==> src/pkg/ndai_pkg.sv <==
// Constants for the host-side controller of a 1M x 1 strobe-driven dynamic RAM.
// Assumes a single 20 MHz clock; all times but column access, address access and read hold are converted to cycles here.
package ndai_pkg;

    localparam int unsigned CLK_PERIOD_NS        = 50;
    localparam int unsigned ROW_BITS             = 10;
    localparam int unsigned COL_BITS             = 10;
    localparam int unsigned ADDR_BITS            = 20;
    localparam int unsigned CELL_COUNT           = 1048576;
    // Fastest-grade times in ns, as printed.
    localparam int unsigned ROW_ACCESS_NS        = 70;
    localparam int unsigned COL_ACCESS_NS        = 20;
    localparam int unsigned ADDR_ACCESS_NS       = 35;
    localparam int unsigned RANDOM_CYCLE_TIME_NS = 140;
    localparam int unsigned ROW_PRECHARGE_NS     = 60;
    localparam int unsigned REFRESH_COLUMN_PRECHARGE_TIME_NS = 20;
    localparam int unsigned WRITE_TO_ROW_STROBE_LEAD_NS      = 15;
    localparam int unsigned READ_HOLD_TO_ROW_STROBE_NS       = 0;
    localparam int unsigned REFRESH_ROWS         = 512;
    localparam int unsigned REFRESH_PERIOD_US    = 8200;
    localparam int unsigned POWERUP_PAUSE_US     = 200;
    localparam int unsigned INIT_CYCLES          = 8;

    function automatic int unsigned ns_up(input int unsigned ns);
        int unsigned c;
        c = (ns + CLK_PERIOD_NS - 1) / CLK_PERIOD_NS;
        return (c < 1) ? 1 : c;
    endfunction

    // Cycle counts: least times round up, longest times round down.
    localparam int unsigned ROW_ACCESS_CYC  = ns_up(ROW_ACCESS_NS);
    localparam int unsigned RC_CYC          = ns_up(RANDOM_CYCLE_TIME_NS);
    localparam int unsigned RP_CYC          = ns_up(ROW_PRECHARGE_NS);
    localparam int unsigned CPN_CYC         = ns_up(REFRESH_COLUMN_PRECHARGE_TIME_NS);
    localparam int unsigned RWL_CYC         = ns_up(WRITE_TO_ROW_STROBE_LEAD_NS);
    localparam int unsigned REFRESH_INTERVAL_CYC =
        (REFRESH_PERIOD_US * 1000 / REFRESH_ROWS) / CLK_PERIOD_NS;
    localparam int unsigned POWERUP_CYC     = POWERUP_PAUSE_US * 1000 / CLK_PERIOD_NS;

    typedef enum logic [6:0] {
        NDAI_IDLE   = 7'h01,
        NDAI_ROW    = 7'h02,
        NDAI_COL    = 7'h04,
        NDAI_DATA   = 7'h08,
        NDAI_PRECH  = 7'h10,
        NDAI_CBR    = 7'h20,
        NDAI_PAUSE  = 7'h40
    } ndai_state_e;

endpackage

==> src/rtl/ndai_timer.sv <==
// Down-counting interval timer that pulses when it expires and reloads.
// Assumes one clock and an asynchronous active-low reset.
`timescale 1ns/1ps
module ndai_timer #(
    parameter int unsigned WIDTH = 16
) (
    input  wire logic             I_REF_CLK,
    input  wire logic             I_RST_B,
    input  wire logic [WIDTH-1:0] i_load,
    output logic                  o_expire
);
    logic [WIDTH-1:0] cnt_reg;
    logic [WIDTH-1:0] cnt_next;

    always_comb begin
        o_expire = (cnt_reg == '0);
        cnt_next = o_expire ? i_load : cnt_reg - {{(WIDTH-1){1'b0}}, 1'b1};
    end

    always_ff @(posedge I_REF_CLK or negedge I_RST_B) begin
        if (!I_RST_B) begin
            cnt_reg <= '0;
        end else begin
            cnt_reg <= cnt_next;
        end
    end
endmodule

==> src/rtl/ndai_host.sv <==
// Host controller driving a 1M x 1 dynamic RAM through its strobes and muxed address.
// Assumes the RAM's data-out is sampled synchronously; strobes are active low on the pins.
`timescale 1ns/1ps
// How it works
// Twenty-bit cell address split into two ten-bit halves on shared pins.
// Row half presented first with row strobe fall, then column with column strobe.
// Each address half is stable before and at its strobe's falling edge.
// Device latches pass addresses through; we hold column until cycle end anyway.
// Write strobe low selects write, high selects read; data ignored on reads.
// Device captures data on the later of column or write strobe falls.
// Early write: write strobe low before column strobe falls, data stable then.
// Delayed write would capture on write strobe; we use early writes only.
// Device output is high impedance until column strobe falls.
// Read data sampled no earlier than row access time after row strobe fall.
// Column access time is met because sampling waits past it.
// Column address access time is met by the same wait.
// One refresh every interval so 512 rows are covered each 8.2 ms.
// Random cycles spaced at least the random cycle time apart.
// Column strobe precharged high before a column-before-row refresh.
// Write strobe held high on reads until both strobes rise.
// Write strobe low at least the lead time before row strobe rises.
// Power-up pause of 200 us with strobes high, then eight init cycles.
// Row-only refresh keeps column strobe high; unused, we refresh by counter.
// Column-before-row refresh uses the device's internal row counter.
module ndai_host
    import ndai_pkg::*;
(
    input  wire logic                 I_REF_CLK,
    input  wire logic                 I_RST_B,
    input  wire logic                 I_REQ_VALID,
    input  wire logic                 I_REQ_WRITE,
    input  wire logic [ADDR_BITS-1:0] I_REQ_ADDR,
    input  wire logic                 I_REQ_WDATA,
    output logic                      O_REQ_READY,
    output logic                      O_RDATA_VALID,
    output logic                      O_RDATA,
    output logic                      O_INIT_DONE,
    output logic                      O_ROW_STROBE_B,
    output logic                      O_COL_STROBE_B,
    output logic                      O_WRITE_STROBE_B,
    output logic [ROW_BITS-1:0]       O_MUXED_ADDRESS,
    output logic                      O_DATA_IN,
    input  wire logic                 I_DATA_OUT
);
    localparam int unsigned CW = 13;
    localparam logic [CW-1:0] POWERUP_C  = CW'(POWERUP_CYC);
    localparam logic [CW-1:0] ACCESS_C   = CW'(ROW_ACCESS_CYC);
    localparam logic [CW-1:0] PRECH_C    = CW'(RP_CYC);
    localparam logic [CW-1:0] CPN_C      = CW'(CPN_CYC);
    localparam logic [CW-1:0] RWL_C      = CW'(RWL_CYC);
    localparam logic [CW-1:0] RC_C       = CW'(RC_CYC);
    localparam logic [3:0]    INIT_C     = 4'(INIT_CYCLES);

    ndai_state_e state_reg, state_next;
    logic [CW-1:0] cnt_reg, cnt_next;
    logic [3:0] init_reg, init_next;
    logic ref_pend_reg, ref_pend_next;
    logic wr_reg, wr_next;
    logic [ADDR_BITS-1:0] addr_reg, addr_next;
    logic wd_reg, wd_next;
    logic ras_reg, ras_next, cas_reg, cas_next, we_reg, we_next;
    logic [ROW_BITS-1:0] ma_reg, ma_next;
    logic rv_reg, rv_next, rd_reg, rd_next;
    logic tick;

    // refresh interval timer.
    ndai_timer #(.WIDTH(CW)) u_ref_timer (
        .I_REF_CLK (I_REF_CLK),
        .I_RST_B   (I_RST_B),
        .i_load    (CW'(REFRESH_INTERVAL_CYC - 1)),
        .o_expire  (tick)
    );

    assign O_INIT_DONE = (init_reg == INIT_C);
    assign O_REQ_READY = (state_reg == NDAI_IDLE) && O_INIT_DONE && !ref_pend_reg && !tick;

    always_comb begin
        state_next    = state_reg;
        cnt_next      = (cnt_reg != '0) ? cnt_reg - CW'(1) : cnt_reg;
        init_next     = init_reg;
        // a pending refresh is set by the timer and wins over its clear.
        ref_pend_next = ref_pend_reg;
        wr_next       = wr_reg;
        addr_next     = addr_reg;
        wd_next       = wd_reg;
        ras_next      = ras_reg;
        cas_next      = cas_reg;
        we_next       = we_reg;
        ma_next       = ma_reg;
        rv_next       = 1'b0;
        rd_next       = rd_reg;
        case (state_reg)
            // power-up pause with both strobes high.
            NDAI_PAUSE: begin
                if (cnt_reg == '0) begin
                    state_next = NDAI_IDLE;
                end
            end
            NDAI_IDLE: begin
                // counter refresh only, no row-only cycle.
                if ((ref_pend_reg || !O_INIT_DONE) && cnt_reg == '0) begin
                    // column strobe precharged before the refresh starts.
                    state_next = NDAI_CBR;
                    cas_next   = 1'b0;
                    cnt_next   = CPN_C;
                    ref_pend_next = 1'b0;
                end else if (I_REQ_VALID && O_REQ_READY) begin
                    // split the address; R3: row half set up before its strobe.
                    wr_next   = I_REQ_WRITE;
                    addr_next = I_REQ_ADDR;
                    wd_next   = I_REQ_WDATA;
                    ma_next   = I_REQ_ADDR[ADDR_BITS-1:COL_BITS];
                    state_next = NDAI_ROW;
                end
            end
            NDAI_ROW: begin
                // row strobe falls on a stable row half.
                ras_next   = 1'b0;
                state_next = NDAI_COL;
                cnt_next   = RC_C;
            end
            NDAI_COL: begin
                // column half presented; R7: write strobe low before column strobe.
                ma_next    = addr_reg[COL_BITS-1:0];
                // early write only, never delayed.
                we_next    = !wr_reg;
                state_next = NDAI_DATA;
            end
            NDAI_DATA: begin
                // column half stable one cycle before the column strobe fall.
                cas_next = 1'b0;
                // write strobe held low well past the lead before row rise.
                if (cnt_reg <= RC_C - ACCESS_C - CW'(1)) begin
                    // sample after the row access time has elapsed.
                    rv_next  = !wr_reg;
                    rd_next  = wr_reg ? rd_reg : I_DATA_OUT;
                    ras_next = 1'b1;
                    cas_next = 1'b1;
                    state_next = NDAI_PRECH;
                end
            end
            NDAI_PRECH: begin
                // write strobe rises one cycle after both strobes.
                we_next = 1'b1;
                // leave once the cycle counter loaded at row fall has run out.
                if (cnt_reg == '0) begin
                    state_next = NDAI_IDLE;
                end
            end
            NDAI_CBR: begin
                // row strobe falls after column strobe; device counter picks row.
                if (ras_reg && cnt_reg == '0) begin
                    ras_next = 1'b0;
                    cnt_next = ACCESS_C;
                end else if (!ras_reg && cnt_reg == '0) begin
                    ras_next = 1'b1;
                    cas_next = 1'b1;
                    cnt_next = PRECH_C;
                    init_next = O_INIT_DONE ? init_reg : init_reg + 4'h1;
                    state_next = NDAI_IDLE;
                end
            end
            default: begin
                state_next = NDAI_IDLE;
            end
        endcase
        if (tick) begin
            ref_pend_next = 1'b1;
        end
    end

    always_ff @(posedge I_REF_CLK or negedge I_RST_B) begin
        if (!I_RST_B) begin
            state_reg    <= NDAI_PAUSE;
            cnt_reg      <= POWERUP_C;
            init_reg     <= 4'h0;
            ref_pend_reg <= 1'b0;
            wr_reg       <= 1'b0;
            addr_reg     <= '0;
            wd_reg       <= 1'b0;
            ras_reg      <= 1'b1;
            cas_reg      <= 1'b1;
            we_reg       <= 1'b1;
            ma_reg       <= '0;
            rv_reg       <= 1'b0;
            rd_reg       <= 1'b0;
        end else begin
            state_reg    <= state_next;
            cnt_reg      <= cnt_next;
            init_reg     <= init_next;
            ref_pend_reg <= ref_pend_next;
            wr_reg       <= wr_next;
            addr_reg     <= addr_next;
            wd_reg       <= wd_next;
            ras_reg      <= ras_next;
            cas_reg      <= cas_next;
            we_reg       <= we_next;
            ma_reg       <= ma_next;
            rv_reg       <= rv_next;
            rd_reg       <= rd_next;
        end
    end

    assign O_ROW_STROBE_B   = ras_reg;
    assign O_COL_STROBE_B   = cas_reg;
    assign O_WRITE_STROBE_B = we_reg;
    assign O_MUXED_ADDRESS  = ma_reg;
    // data pin carries the data bit latched with every request, reads included; the device ignores it on reads.
    assign O_DATA_IN        = wd_reg;
    assign O_RDATA_VALID    = rv_reg;
    assign O_RDATA          = rd_reg;
endmodule

==> config.mk <==
export PLATFORM = sky130hd
export DESIGN_NAME = ndai_host
export DESIGN_NICKNAME = d
export VERILOG_FILES = /design/src/pkg/ndai_pkg.sv /design/src/rtl/ndai_timer.sv /design/src/rtl/ndai_host.sv
export SDC_FILE = /design/constraint.sdc
export NUM_CORES = 1
export LEC_CHECK = 0
export BUFFER_PORTS_ARGS = -buffer_cell sky130_fd_sc_hd__buf_4
export CAP_MARGIN = 20
export CORE_ASPECT_RATIO = 0.6
export CORE_UTILIZATION = 45
export DETAILED_ROUTE_END_ITERATION = 8
export PLACE_DENSITY = 0.75
export SLEW_MARGIN = 30
export SYNTH_ARGS = -nofsm -noshare
export SYNTH_HDL_FRONTEND = slang
export SYNTH_HIERARCHICAL = 1
export SYNTH_SLANG_ARGS = --single-unit
==> constraint.sdc <==
create_clock -name I_REF_CLK -period 2.3 [get_ports I_REF_CLK]
set_input_delay 0.23 -clock I_REF_CLK [delete_from_list [all_inputs] [get_ports I_REF_CLK]]
set_output_delay 0.23 -clock I_REF_CLK [all_outputs]
set_load 0.01 [all_outputs]
==> impl_results.md <==
* Post-synth top flop: dfrtp_1
* Mean Syn Cell Area at 11.0 um2
* Post-CTS setup buffer count at 0
* Count of input and output buffers at 43
* Arrival @ worst endpoint at 2.42 ns
* # rows at 23
* Largest net degree at the start of global routing at 66
* Tcrit/Tclk final at 94.3%
* Final Hold Fails at 2
* Initial antenna violation count at 0
* Kind of critical path: flop to flop
* Gr usage total at 19.6%
* Setup TNS at 0 ns
* Non-filler cells, final at 463
* Outcome: complete, but fails checks
* Unrepaired setup endpoints after global routing: false
* Final nets at 402
* Worst skew pair latency at 0.33 ns
* Pre-antenna DRT Iters at 4
* Post-DP Area at 3860 um2
* Failing checks: negative hold slack
* F_max at 461 MHz
* Max cap viols at 0
* CP Capture Type: flop
* DP Worst Slack at 0.162 ns
* Max clock buf depth at 2
* Fin area at 4150 um2
* Skew final at 0.00754 ns
* WHS at -0.00248 ns
* Drt wl/cell at 15.1 um
* Reg clk slew, reported paths at 0.05 ns
* Clk root buf: clkbuf_16
* Height of the die at 68.6 um
* Die area at 7740 um2
* Slowest cell on crit path: and4_1
* Worst slew margin at 45.7%
* Cell Area, Synth at 3320 um2
* #FFs+latches synth at 65
* Number of flops mapped to enable cells by yosys at 0
* Die Span X at 113 um
* Slew of the pin with the lowest slew margin at 0.815 ns
* # DRC at 0
* Critical path, cell by cell: inv_1, ha_1, nor3b_2, and4_1, a221oi_1, a31oi_1, mux2i_1
* Final worst slack at 0.132 ns
* Number of global-route vias before repair at 2288
* Synth Instances at 301
* DRT antenna net count at 0
* Final core utilization at 60.1%
* Slew Viols, Final at 0
* Post-synth ARST share at 100%
* Most frequent cells in the layout: dfrtp_1 (55), buf_4 (55), nor2_1 (38)
* CTS Hold Bufs at 0
* Final wirelength at 6.98 mm
* Final GP Congestion at 0.833
* Tmin final at 2.17 ns
* Final Power at 3.16 mW
* I/O pin cnt at 44
* Cell Count Post-Placement at 447
* CORE AREA at 6910 um2
* Yosys warning total at 6
* Via density at 5.25
* Initial Utilization at 48.1%
* Share of post-route cells with drive strength above 1 at 31.1%
* Crit-path max cell delay at 0.44 ns
* Leak pwr at 1.85 nW
* VDD IR max at 477 uV
* Vias at 2431
* GRT overflow at 0
* PostCTS Resize Cnt at 0
* Layout area overhead at 24.9%
* H-tree levels at 3
* Count of different cell masters after synthesis at 60
* Sink Count at 65
* First-pass GRT wire length at 11.2 mm
* Detailed placement HPWL at 4.89 mm
* Sequential area share after synthesis at 49.3%
* Antenna cells at 0
* Req. time, crit path at 2.55 ns
* Final setup vio count at 0
* CTS Buf Count at 9
* CTS tree: built
* Initial DRC Count at 149
* Worst Hold Class: input port to async pin
* Startpoint types: flop
* Crit-path max FO at 9
* Power Density at 761 nW/um2
## per-layer routing
| metal | vias up | GRT usage, % | share of wire, % |
|---|---|---|---|
| met1 | 1176 | 26.0 | 50 |
| met5 | - | 0 | 0 |
| met4 | 0 | 8.22 | 1.4 |
| met3 | 10 | 8.22 | 4.8 |
| met2 | 47 | 28.5 | 44 |
| li1 | 1198 | - | - |
## logic make-up (layout without fill, tap and decap cells)
| group | after synthesis | in the layout | synth area share, % |
|---|---|---|---|
| compound gates | 51 | 51 | 9.64 |
| xor+xnor | 16 | 16 | 4.22 |
| fa+ha+maj | 5 | 5 | 1.88 |
| buf+inv | 19 | 83 | 3.62 |
| flops | 65 | 65 | 49.3 |
| mux | 29 | 29 | 9.34 |
| other cells | 2 | 13 | 0.226 |
| simple gates | 114 | 114 | 21.7 |
## layout make-up
type,count,area (um2)
fillers,545,2760
multi-input cells,228,1640
flip-flops and latches,65,1640
repair buffers,56,433
clock buffers,13,270
well taps,87,109
inverters,11,43.8
clock inverters,3,15.0
## power breakdown
part | total [mW] | leakage (nW) | switching (mW) | internal (mW)
Clock | 1.28 | 0.145 | 0.466 | 0.811
Sequential | 1.42 | 0.761 | 0.163 | 1.26
Combinational | 0.459 | 0.947 | 0.204 | 0.255
## critical path, delay by kind of cell (launching register included)
| family | cells | cell delay, ns |
|---|---|---|
| flops | 1 | 0.39 |
| simple gates | 2 | 0.68 |
| compound gates | 2 | 0.49 |
| fa+ha+maj | 1 | 0.19 |
| mux | 1 | 0.24 |
| buf+inv | 1 | 0.10 |
## final timing paths
| path | cells after the start | slack, ns | start | end |
|---|---|---|---|---|
| min | 1 | -0.002 | I_RST_B | init_reg[1] |
| max | 7 | 0.13 | cnt_reg[0] | state_reg[4] |
| max reg2reg | 7 | 0.13 | cnt_reg[0] | state_reg[4] |
| max in group asynchronous | 1 | 1.77 | I_RST_B | u_ref_timer/cnt_reg[7] |
| min in group I_REF_CLK | 2 | 0.12 | I_REQ_ADDR[1] | addr_reg[1] |
| min reg2reg | 1 | 0.51 | addr_reg[9] | addr_reg[9] |
## synthesized netlist by cell type, types with 5 or more instances
master   instances  area (um2)
nand2_1         19        71.3
o21ai_0          8        40.0
nor2b_1          5        31.3
dfrtp_1         55        1380
mux2i_1         13         130
nand3_1          9        45.0
dfstp_2         10         263
ha_1             5        62.6
a21oi_1         24         120
mux2_2          12         135
nor3_1           9        45.0
nor2_1          38         143
xnor2_1         12         105
inv_1           11        41.3
Note: power is estimated with default switching activity, not from simulation.
